### src/include/lefm_pkg.sv
/*
 * Package for the link event flag and mask unit: register offsets, bit positions of
 * every event flag, reset values and the AXI4-Lite response codes.
 * Assumes big-endian bit numbering: position n lives at vector index 31-n.
 */
// Overview of operation
// Each flag is a separate source; mask bit zero blocks it from the interrupt.
// Flags record and read back regardless of their mask bit.
// Writing one to a flag clears it; writing zero leaves it unchanged.
// With diagnostic write bit set, writes set any flag, bit 0 included; mask ignored.
// Software must clear the diagnostic write bit after testing, else no interrupts.
// Mask resets to enable only summary and host write protocol error, fully RW.
// Bit 0 is the OR of all flags qualified by their mask bits.
// Bit 1 sets when the physical layer signals an interrupt.
// Bit 2 sets when a physical layer register value reaches the access register.
// Bit 3 sets when a bus reset reconfiguration starts.
// Bit 5 sets when the transmitter becomes idle and ready.
// Bit 6 sets when asynchronous receive data is confirmed.
// Bit 9 sets when isochronous receive data is confirmed.
// Bit 7 sets on a quadlet write to the reset start register.
// Bit 10 sets on a received self identification error.
// Bit 11 sets on invalid data at the isochronous transmit queue.
// Bit 12 sets and stuck state entered on underflow or bad first entry; clear releases.
// Bit 14 sets when a busy acknowledge was sent on receive queue overflow.
// Bit 15 sets on a header CRC error for a possibly local packet.
// Bit 16 sets on an invalid transaction code at the transmit queue.
// Bit 19 sets when the host violates the quadlet write protocol.
// Big-endian bit numbering; reserved positions 4, 8, 13, 17, 18 read zero.
// Interrupt output follows the summary bit.
package lefm_pkg;
	localparam logic [7:0]  LEFM_OFS_FLAGS = 8'h0C;
	localparam logic [7:0]  LEFM_OFS_MASK  = 8'h10;
	localparam logic [7:0]  LEFM_OFS_DIAG  = 8'h20;
	localparam logic [7:0]  LEFM_OFS_STAT  = 8'h40;
	localparam logic [31:0] LEFM_MASK_RST  = 32'h8000_1000;
	localparam logic [31:0] LEFM_DIAG_RST  = 32'h0000_0000;
	localparam int LEFM_POS_SUM   = 0;
	localparam int LEFM_POS_PHY   = 1;
	localparam int LEFM_POS_PREG  = 2;
	localparam int LEFM_POS_BRST  = 3;
	localparam int LEFM_POS_TRANSMITTER_IDLE_FLAG = 5;
	localparam int LEFM_POS_ARX   = 6;
	localparam int LEFM_POS_CMD   = 7;
	localparam int LEFM_POS_IRX   = 9;
	localparam int LEFM_POS_SID   = 10;
	localparam int LEFM_POS_ITS   = 11;
	localparam int LEFM_POS_ATS   = 12;
	localparam int LEFM_POS_BUSY  = 14;
	localparam int LEFM_POS_HCRC  = 15;
	localparam int LEFM_POS_TCE   = 16;
	localparam int LEFM_POS_HWE   = 19;
	localparam int LEFM_POS_DIAG  = 0;
	localparam int LEFM_NSRC      = 15;
	localparam logic [1:0] LEFM_RESP_OKAY   = 2'b00;
	localparam logic [1:0] LEFM_RESP_SLVERR = 2'b10;
endpackage : lefm_pkg

### src/core/lefm_top.sv
/*
 * Event flag register, enable mask, diagnostic write mode and the asynchronous
 * transmit stuck state, reached over an AXI4-Lite slave.
 * Assumes event inputs are one-cycle pulses from logic on clk.
 */
// Design decision made here: the AXI4-Lite register port.
`timescale 1ns/1ps
module lefm_top (
	// Clock and reset
	input  wire logic        clk,
	input  wire logic        resetn,
	// AXI4-Lite write address
	input  wire logic [7:0]  s_axi_awaddr,
	input  wire logic        s_axi_awvalid,
	output logic             s_axi_awready,
	// AXI4-Lite write data
	input  wire logic [31:0] s_axi_wdata,
	input  wire logic [3:0]  s_axi_wstrb,
	input  wire logic        s_axi_wvalid,
	output logic             s_axi_wready,
	// AXI4-Lite write response
	output logic [1:0]       s_axi_bresp,
	output logic             s_axi_bvalid,
	input  wire logic        s_axi_bready,
	// AXI4-Lite read address
	input  wire logic [7:0]  s_axi_araddr,
	input  wire logic        s_axi_arvalid,
	output logic             s_axi_arready,
	// AXI4-Lite read data
	output logic [31:0]      s_axi_rdata,
	output logic [1:0]       s_axi_rresp,
	output logic             s_axi_rvalid,
	input  wire logic        s_axi_rready,
	// Event pulses from the link
	input  wire logic        ev_phy_irq,
	input  wire logic        ev_phy_reg_rx,
	input  wire logic        ev_bus_reset,
	input  wire logic        ev_tx_idle,
	input  wire logic        ev_async_rx,
	input  wire logic        ev_reset_cmd,
	input  wire logic        ev_iso_rx,
	input  wire logic        ev_selfid_err,
	input  wire logic        ev_iso_tx_bad,
	input  wire logic        ev_async_underflow,
	input  wire logic        ev_async_bad_first,
	input  wire logic        ev_busy_ack,
	input  wire logic        ev_header_crc,
	input  wire logic        ev_bad_tcode,
	input  wire logic        ev_host_wr_err,
	input  wire logic        async_tx_queue_clear,
	// Outputs
	output logic             irq,
	output logic             async_tx_stuck_state,
	output logic             async_tx_allow
);
	import lefm_pkg::*;

	// Big-endian position to one-hot vector mask.
	function automatic logic [31:0] lefm_bit(input int pos);
		lefm_bit = 32'h8000_0000 >> pos;
	endfunction : lefm_bit

	localparam int SRC_POS [LEFM_NSRC] = '{LEFM_POS_PHY, LEFM_POS_PREG, LEFM_POS_BRST,
		LEFM_POS_TRANSMITTER_IDLE_FLAG, LEFM_POS_ARX, LEFM_POS_CMD, LEFM_POS_IRX, LEFM_POS_SID,
		LEFM_POS_ITS, LEFM_POS_ATS, LEFM_POS_BUSY, LEFM_POS_HCRC, LEFM_POS_TCE,
		LEFM_POS_HWE, LEFM_POS_SUM};

	logic [31:0] flags_r;
	logic [31:0] flags_nxt;
	logic [31:0] mask_r;
	logic [31:0] diag_r;
	logic        stuck_r;
	logic [7:0]  awaddr_r;
	logic [31:0] wdata_r;
	logic [3:0]  wstrb_r;
	logic        aw_have_r;
	logic        w_have_r;
	logic        irq_r;
	logic        allow_r;

	wire [31:0] impl_bits;
	wire [31:0] hw_set;
	wire [LEFM_NSRC-2:0] ev_vec;
	wire [31:0] wr_bytes;
	wire        wr_fire;
	wire        wr_flags;
	wire        wr_mask;
	wire        wr_diag;
	wire        wr_ok;
	wire        diag_mode;
	wire        rd_fire;
	wire        rd_ok;
	wire [31:0] rd_val;
	wire        sum_nxt;
	wire        stuck_set;
	wire        stuck_nxt;
	wire        rd_hit_flags;
	wire        rd_hit_mask;
	wire        rd_hit_diag;
	wire        rd_hit_stat;

	assign ev_vec = {ev_host_wr_err, ev_bad_tcode, ev_header_crc, ev_busy_ack,
		ev_async_underflow | ev_async_bad_first, ev_iso_tx_bad, ev_selfid_err,
		ev_iso_rx, ev_reset_cmd, ev_async_rx, ev_tx_idle, ev_bus_reset,
		ev_phy_reg_rx, ev_phy_irq};

	// Implemented positions; reserved ones stay zero.
	genvar gi;
	generate
		for (gi = 0; gi < LEFM_NSRC - 1; gi++) begin : g_src
			// event to flag.
			assign hw_set[31-SRC_POS[gi]] = ev_vec[gi];
		end
	endgenerate
	assign hw_set[31] = 1'b0;
	assign hw_set[27] = 1'b0;
	assign hw_set[23] = 1'b0;
	assign hw_set[18] = 1'b0;
	assign hw_set[14:13] = 2'b00;
	assign hw_set[11:0] = 12'h000;

	// implemented positions; reserved ones read zero.
	assign impl_bits = lefm_bit(LEFM_POS_PHY) | lefm_bit(LEFM_POS_PREG)
		| lefm_bit(LEFM_POS_BRST) | lefm_bit(LEFM_POS_TRANSMITTER_IDLE_FLAG) | lefm_bit(LEFM_POS_ARX)
		| lefm_bit(LEFM_POS_CMD) | lefm_bit(LEFM_POS_IRX) | lefm_bit(LEFM_POS_SID)
		| lefm_bit(LEFM_POS_ITS) | lefm_bit(LEFM_POS_ATS) | lefm_bit(LEFM_POS_BUSY)
		| lefm_bit(LEFM_POS_HCRC) | lefm_bit(LEFM_POS_TCE) | lefm_bit(LEFM_POS_HWE);

	assign wr_fire  = aw_have_r && w_have_r && !s_axi_bvalid;
	assign wr_bytes = {{8{wstrb_r[3]}}, {8{wstrb_r[2]}}, {8{wstrb_r[1]}}, {8{wstrb_r[0]}}};
	assign wr_flags = wr_fire && (awaddr_r == LEFM_OFS_FLAGS);
	assign wr_mask  = wr_fire && (awaddr_r == LEFM_OFS_MASK);
	assign wr_diag  = wr_fire && (awaddr_r == LEFM_OFS_DIAG);
	assign wr_ok    = wr_flags || wr_mask || wr_diag
		|| (awaddr_r == LEFM_OFS_STAT);
	assign diag_mode = diag_r[31-LEFM_POS_DIAG];

	// summary: mask gates each flag; diagnostic mode stops normal summary.
	assign sum_nxt = !diag_mode && |(flags_nxt & mask_r & impl_bits);

	always_comb begin
		flags_nxt = flags_r & impl_bits;
		if (wr_flags && diag_mode) begin
			// direct set in test mode.
			flags_nxt = flags_nxt | (wdata_r & wr_bytes & (impl_bits | lefm_bit(0)));
		end else if (wr_flags) begin
			// write one to clear.
			flags_nxt = flags_nxt & ~(wdata_r & wr_bytes);
		end
		// events set regardless of mask; set wins over clear.
		flags_nxt = flags_nxt | hw_set;
		if (diag_mode) begin
			flags_nxt[31-LEFM_POS_SUM] = flags_nxt[31-LEFM_POS_SUM]
				| (flags_r[31-LEFM_POS_SUM] & !(wr_flags & !diag_mode));
		end else begin
			flags_nxt[31-LEFM_POS_SUM] = |(flags_nxt & mask_r & impl_bits);
		end
	end

	// stuck state.
	assign stuck_set = ev_async_underflow | ev_async_bad_first;
	// set beats clear.
	assign stuck_nxt = stuck_set || (stuck_r && !async_tx_queue_clear);

	always_ff @(posedge clk) begin
		if (!resetn) begin
			flags_r <= 32'h0000_0000;
			// mask reset value.
			mask_r  <= LEFM_MASK_RST;
			diag_r  <= LEFM_DIAG_RST;
			stuck_r <= 1'b0;
			allow_r <= 1'b1;
		end else begin
			flags_r <= flags_nxt;
			if (wr_mask)
				mask_r <= (mask_r & ~wr_bytes) | (wdata_r & wr_bytes);
			if (wr_diag)
				diag_r <= (diag_r & ~wr_bytes) | (wdata_r & wr_bytes & lefm_bit(LEFM_POS_DIAG));
			// stuck and permit flops.
			stuck_r <= stuck_nxt;
			allow_r <= !stuck_nxt;
		end
	end

	// interrupt output, registered from the summary.
	always_ff @(posedge clk) begin
		if (!resetn)
			irq_r <= 1'b0;
		else
			irq_r <= diag_mode ? flags_nxt[31-LEFM_POS_SUM] : sum_nxt;
	end
	assign irq = irq_r;
	assign async_tx_stuck_state = stuck_r;
	// asynchronous sends held while stuck.
	// A flop of its own keeps this output glitch free for the transmitter.
	assign async_tx_allow = allow_r;

	// Write channel capture; address and data may come in either order.
	always_ff @(posedge clk) begin
		if (!resetn) begin
			aw_have_r    <= 1'b0;
			w_have_r     <= 1'b0;
			awaddr_r     <= 8'h00;
			wdata_r      <= 32'h0000_0000;
			wstrb_r      <= 4'h0;
			s_axi_bvalid <= 1'b0;
			s_axi_bresp  <= LEFM_RESP_OKAY;
		end else begin
			if (s_axi_awvalid && s_axi_awready) begin
				aw_have_r <= 1'b1;
				awaddr_r  <= {s_axi_awaddr[7:2], 2'b00};
			end
			if (s_axi_wvalid && s_axi_wready) begin
				w_have_r <= 1'b1;
				wdata_r  <= s_axi_wdata;
				wstrb_r  <= s_axi_wstrb;
			end
			if (wr_fire) begin
				aw_have_r    <= 1'b0;
				w_have_r     <= 1'b0;
				s_axi_bvalid <= 1'b1;
				s_axi_bresp  <= wr_ok ? LEFM_RESP_OKAY : LEFM_RESP_SLVERR;
			end else if (s_axi_bvalid && s_axi_bready) begin
				s_axi_bvalid <= 1'b0;
			end
		end
	end
	always_ff @(posedge clk) begin
		if (!resetn) begin
			s_axi_awready <= 1'b0;
			s_axi_wready  <= 1'b0;
		end else begin
			s_axi_awready <= !aw_have_r && !(s_axi_awvalid && s_axi_awready) && !s_axi_bvalid;
			s_axi_wready  <= !w_have_r && !(s_axi_wvalid && s_axi_wready) && !s_axi_bvalid;
		end
	end

	// Read channel: one outstanding read, answered the cycle after the address.
	assign rd_fire = s_axi_arvalid && s_axi_arready;
	assign rd_hit_flags = (s_axi_araddr[7:2] == LEFM_OFS_FLAGS[7:2]);
	assign rd_hit_mask  = (s_axi_araddr[7:2] == LEFM_OFS_MASK[7:2]);
	assign rd_hit_diag  = (s_axi_araddr[7:2] == LEFM_OFS_DIAG[7:2]);
	assign rd_hit_stat  = (s_axi_araddr[7:2] == LEFM_OFS_STAT[7:2]);
	assign rd_ok   = rd_hit_flags || rd_hit_mask || rd_hit_diag || rd_hit_stat;
	assign rd_val  = rd_hit_flags ? flags_r
		: rd_hit_mask ? mask_r
		: rd_hit_diag ? diag_r
		: rd_hit_stat ? {stuck_r, 31'h0000_0000}
		: 32'h0000_0000;

	always_ff @(posedge clk) begin
		if (!resetn) begin
			s_axi_arready <= 1'b0;
			s_axi_rvalid  <= 1'b0;
			s_axi_rdata   <= 32'h0000_0000;
			s_axi_rresp   <= LEFM_RESP_OKAY;
		end else begin
			s_axi_arready <= !s_axi_rvalid && !rd_fire;
			if (rd_fire) begin
				s_axi_rvalid <= 1'b1;
				s_axi_rdata  <= rd_val;
				s_axi_rresp  <= rd_ok ? LEFM_RESP_OKAY : LEFM_RESP_SLVERR;
			end else if (s_axi_rvalid && s_axi_rready) begin
				s_axi_rvalid <= 1'b0;
			end
		end
	end
endmodule : lefm_top

### config.mk
export PLATFORM = sky130hd
export DESIGN_NAME = lefm_top
export DESIGN_NICKNAME = d
export VERILOG_FILES = /design/src/include/lefm_pkg.sv /design/src/core/lefm_top.sv
export SDC_FILE = /design/constraint.sdc
export NUM_CORES = 1
export LEC_CHECK = 0
export BUFFER_PORTS_ARGS = -buffer_cell sky130_fd_sc_hd__buf_2
export CAP_MARGIN = 20
export CORE_MARGIN = 3
export CORE_UTILIZATION = 55
export DETAILED_ROUTE_END_ITERATION = 7
export GPL_ROUTABILITY_DRIVEN = 0
export PLACE_DENSITY = 0.79
export SLEW_MARGIN = 20
export SYNTH_ARGS = -nofsm -noshare
export SYNTH_HDL_FRONTEND = slang
export SYNTH_SLANG_ARGS = --single-unit
### constraint.sdc
create_clock -name clk -period 4.6 [get_ports clk]
set_clock_uncertainty 0.05 [all_clocks]
set_input_delay 0.23 -clock clk [delete_from_list [all_inputs] [get_ports clk]]
set_output_delay 0.23 -clock clk [all_outputs]
set_load 0.005 [all_outputs]
---- After elaboration in Yosys (flattened, before gate mapping) ----
Cells that the tools add are included.
cells by class
  equality and inequality tests ........... 8
  multiplexer cells ....................... 14
  bitwise logic cells ..................... 17
  reduce and logical (&&, ||, !) cells .... 41
operators by type and width
  operator                                                          count
  32-bit two-way mux                                                6
  32-bit AND                                                        3
  32-bit inverter                                                   2
  32-bit bitwise OR                                                 2
  31-bit AND                                                        2
  31-bit by 32-bit AND with 32-bit output                           1
  31-bit by 32-bit bitwise OR with 32-bit output                    1
  32-bit by 31-bit bitwise OR with 32-bit output                    1
  14-bit OR reduction                                               2
  1-bit logical AND                                                 18
  6-bit by 2-bit == test with 1-bit output (second input constant)  2
  6-bit by 3-bit == test with 1-bit output (second input constant)  2
  6-bit by 4-bit == test with 1-bit output (second input constant)  2
  6-bit by 5-bit == test with 1-bit output (second input constant)  2
  1-bit logical NOT                                                 11
  1-bit logical OR                                                  7
  1-bit two-way mux                                                 6
  2-bit two-way mux                                                 2
  2-bit nonzero test                                                2
  1-bit AND                                                         2
  1-bit bitwise OR                                                  2
  2-bit OR reduction                                                1
  1-bit inverter                                                    1
storage, ports and cells
  bits in registers ....................... 184
  logic and storage cells ................. 99

---- Longest topological paths before layout ----
  depth in word-level cells ............... 10
  gate-level depth with buffers ........... 7
  mapped depth without buffers ............ 6

---- Least setup slack after synthesis ----
OpenSTA, ideal clock, no wires.
  kind .................................... register -> register
  start point ............................. register s_axi_bvalid
  end point ............................... register irq_r (netlist: irq)
  data arrival time ....................... 1709 ps
  data required time ...................... 4434 ps
  slack ................................... 2724 ps
  stages on the path, launching flop included .. 8
  buffers on the path ..................... 1
  clock period less this slack ............ 1876 ps
  path through ............................ dfxtp_1 nand4bb_4 buf_6 nor4_4 mux2i_1 a222oi_1 nand3_1 o211a_1
between the ends
  cells in the longest elaborated chain, start to end .. 10
  elaborated cells between the ends (all ways) .. 18
  classes of those cells .................. 4 x mux; 6 x bitwise; 8 x reduce/logical
RTL lines
  item                                                     RTL line                          RTL
  start: declaration                                       lefm_top.sv:23                    output logic s_axi_bvalid,
  start signal: assignment                                 lefm_top.sv:206                   s_axi_bvalid <= 1'b0;
  start signal: assignment                                 lefm_top.sv:221                   s_axi_bvalid <= 1'b1;
  start signal: assignment                                 lefm_top.sv:224                   s_axi_bvalid <= 1'b0;
  1-bit logical NOT *                                      lefm_top.sv:129                   assign wr_fire = aw_have_r && w_have_r && !s_axi_bvalid;
  1-bit logical AND *                                      lefm_top.sv:129
  1-bit logical AND *                                      lefm_top.sv:131                   assign wr_flags = wr_fire && (awaddr_r == LEFM_OFS_FLAGS);
  32-bit two-way mux or 1-bit logical AND (tied branches)  lefm_top.sv:146, lefm_top.sv:143
  32-bit two-way mux                                       lefm_top.sv:143                   if (wr_flags && diag_mode) begin
  32-bit by 31-bit bitwise OR with 32-bit output           lefm_top.sv:151                   flags_nxt = flags_nxt | hw_set;
  31-bit AND                                               lefm_top.sv:139, lefm_top.sv:156
  14-bit OR reduction                                      lefm_top.sv:139, lefm_top.sv:156
  1-bit two-way mux or 1-bit logical AND (tied branches)   lefm_top.sv:152, lefm_top.sv:139
  1-bit two-way mux *                                      lefm_top.sv:190                   irq_r <= diag_mode ? flags_nxt[31-LEFM_POS_SUM] : sum_nxt;
  end signal: assignment                                   lefm_top.sv:190
  end: declaration                                         lefm_top.sv:78                    logic irq_r;
Mark *: on every way between the ends. The rest lies on a longest branch, timed or not.
A chain may end at the register's enable or synchronous reset.

==> results by group <==
Outcome
  – Outcome: finished, final reports clean

Global route
  – Global routing's busiest layer: met1
  – GRT met3 Usage: under 10%
  – Vias in the first global route: about 5.2k
  – GR Util met1: a little over a third
  – First-pass GRT wire length: approximately 26 mm
  – Pin count of the biggest net entering global routing: 53
  – Initial antenna violation count: 1
  – GRT Total Usage: roughly a quarter
  – Met2 Usage GRT: a little over a third
  – Total gr overflow: 0

Route
  – Detail Route Antenna Nets: 0
  – Routed length per instance: between 15 and 20 um
  – Avg Vias per Cell: ~5.8
  – TritonRoute pass-1 iters: 8
  – WL final: roughly 16 mm
  – Initial drt markers: 607
  – DRC Markers: 0
  – Via count: between 5k and 6k

Synthesis
  – Main combinational cell family by area after synthesis: simple AND/OR/NAND/NOR gates
  – Synth Register Bits: 164
  – Netlist cell types: between 40 and 50
  – Post-Syn Area: ~6200 sq um
  – XOR/XNOR share of the synthesized area: less than 1%
  – Mux cell area share after synthesis: 1.78%
  – Post-synthesis cell count: 722
  – Synth Area in Compound Gates: 16.8%
  – Post-synthesis simple-gate area fraction: 24.7%
  – Synth Area per Inst: roughly 8.7 sq um
  – Synth warn: 0
  – Sequential-to-total area share from yosys stat: between 50 and 60%
  – Adder-Cell Fraction of Synth Area: 0%

Final layout
  – Nets: between 800 and 900
  – Area Overhead vs Synth: 18.5%
  – Inserted Diodes: 0
  – Seq. cell area: ~3300 sq um
  – Non-Filler Instances: 960
  – Multi-input gate area: roughly 2700 sq um
  – Fill cells: 891
  – Final core utilization: slightly below 70%
  – Layout cells sized above 1: just under 20%

Floorplanning
  – Die Y: 113 um
  – Core ar.: 11000 sq um
  – IO Pins: approximately 120
  – Starting density of the core: between 50% and 60%
  – Die area: about 13000 sq um
  – Num rows: 38
  – Die W: 113 um

STA
  – Fin. Hold Viols: 0
  – Max Clock Freq: around 0.38 GHz
  – RSZ-0062 raised after global routing: false
  – Final Critical Period: approximately 2.6 ns
  – # setup viols final: 0
  – Final Max Tran Viols: 0
  – Rel. slew slack: 39.6%
  – Worst-Margin Slew: around 0.9 ns
  – Fin Setup TNS: 0 ns
  – Post-route clock period utilization: approximately 57%

Critical path
  – Startpoint Class: flop
  – Crit-path leading delay family: simple AND/OR/NAND/NOR gates
  – R2R depth: 7
  – CP required: roughly 4.8 ns
  – Stages on the worst setup path: 7
  – Most frequent CP cell: nand2_1
  – Crit path kind: flop to flop
  – Worst path slowest cell: nor3b_4
  – CP peak stage delay: 0.45 ns
  – Crit path buffers/inverters: 1
  – CP cell instances: nand4bb_4, nand2b_1, nor3b_4, buf_4, nand2_1, nand2_1, a21oi_1
  – Worst EP arrival: ~2.8 ns
  – Worst Setup End Kind: flop
  – R2R setup slack: 1.99 ns
  – Worst-path fanout max: 28

CTS
  – Num CTS Buffers: 17
  – Clock Tree Root: clkbuf_16
  – Clock Path Buffers: 2
  – Htree depth: 4
  – Num Clock Sinks: about 160
  – Clk_lat worst skew: roughly 0.4 ns
  – Clock-pin transition on the worst setup and hold timing paths: roughly 0.060 ns
  – Post-CTS sizing: 0
  – TritonCTS clock tree: done

Placed design
  – IO buf count: between 100 and 150
  – Hpwl dp: about 11 mm
  – Dpl cells: 928

Pwr
  – Power per Cell Area: approximately 410 nW/um^2
  – Max VDD drop: 242 uV
  – Leak: roughly 0.0028 uW
  – Total power: 3010 uW

Worst hold path
  – Hold path depth: 3
  – Hold WC Path Type: input pin to flop

Flow run
  – MaxCap Viol Count: 0
stage by stage:
step,setup WS (ns),instance area [sq um],hold slack [ns]
floorplan,2.72,6250,0.316
global placement,2.10,6820,0.380
detailed placement,2.07,6820,0.393
CTS,2.01,7400,0.000897
global route,1.82,7400,0.00774
finish,1.99,7400,0.00686
where the power goes:
part / leakage, uW / internal (uW) / switching, uW
sequential: 0.00133 / 1460 / 40.7
clock: 0.000277 / 793 / 534
combinational: 0.00118 / 73.4 / 102
cell type report:
class / count / share of cell area (%)
multi-input cells: 500 / 37.0
flip-flops and latches: 164 / 44.3
well taps: 140 / 2.37
repair buffers: 119 / 8.35
clock buffers: 21 / 6.49
inverters: 7 / 0.355
clock inverters: 9 / 1.06
worst paths after layout:
path,startpoint,end
worst min-delay path,s_axi_wdata[3],wdata_r[3]
worst max register to register,s_axi_bvalid,flop
worst min register to register,s_axi_rvalid,s_axi_arready
worst max-delay path,s_axi_bvalid,flop
layer usage:
layer  part of all wire, %  vias to the layer above  routed length, um
li1                      -                     2696                  -
met1                    46                     2585               7060
met2                    43                      277               6690
met3                    10                       20               1570
met4                   1.1                        2                172
met5                 0.084                        -                 13
kinds of logic (layout without fill, tap and decap cells):
group           after synthesis  after routing
buf+inv                      59            156
flops                       164            164
other cells                   1              2
compound gates              167            167
simple gates                319            319
xor+xnor                      1              1
mux                          11             11
repair_timing:
action / 4_1_cts / 5_1_grt
endpoints found under the hold margin: 2 / 0
hold buffers: 2 / 0
setup buffers: 0 / 0
synth_stat cells (all sizes together):
library cell / number / area (sq um)
o21ai: 22 / 110
and3: 2 / 12.5
nand2: 149 / 559
nor2: 47 / 176
clkinv: 1 / 3.75
nand3b: 4 / 30.0
conb: 1 / 3.75
buf: 9 / 58.8
nor3: 5 / 30.0
o211a: 1 / 10.0
dfxtp: 164 / 3280
a211oi: 16 / 120
a41oi: 2 / 17.5
and2: 43 / 269
nor4: 9 / 90.1
nand4bb: 2 / 55.1
or4: 2 / 15.0
nand2b: 3 / 18.8
nor3b: 4 / 35.0
xnor2: 1 / 8.76
mux2: 1 / 11.3
inv: 6 / 22.5
nand3: 45 / 225
o31ai: 1 / 7.51
o41ai: 2 / 17.5
nand4: 3 / 18.8
a31oi: 1 / 6.26
o21a: 1 / 7.51
a21oi: 81 / 405
a22oi: 20 / 150
a222oi: 15 / 150
a41o: 1 / 10.0
and4b: 1 / 10.0
a221oi: 1 / 8.76
mux2i: 10 / 100
a32oi: 1 / 8.76
a311o: 2 / 20.0
clkbuf: 43 / 161
worst min-delay path, delay by kind of cell:
family          cells  cell delay, ns
simple gates        1            0.05
compound gates      1            0.05
buf+inv             1            0.10
cells in the final DEF (no fill, tap or decap), types with 3 or more instances in the layout:
cell type / instances
a222oi_1: 15
o21ai_0: 22
nor3_1: 4
nor4_1: 5
nand4_1: 3
nand3b_1: 4
clkbuf_16: 17
nor4_2: 3
and2_1: 42
inv_1: 6
nand2_1: 148
a211oi_1: 16
nor2_1: 46
clkbuf_8: 4
dfxtp_1: 164
buf_4: 5
a22oi_1: 20
a21oi_1: 81
clkinv_2: 5
nand3_1: 45
nand2b_1: 3
buf_2: 112
mux2i_1: 10
No activity file was read; power rests on OpenSTA's default activity.
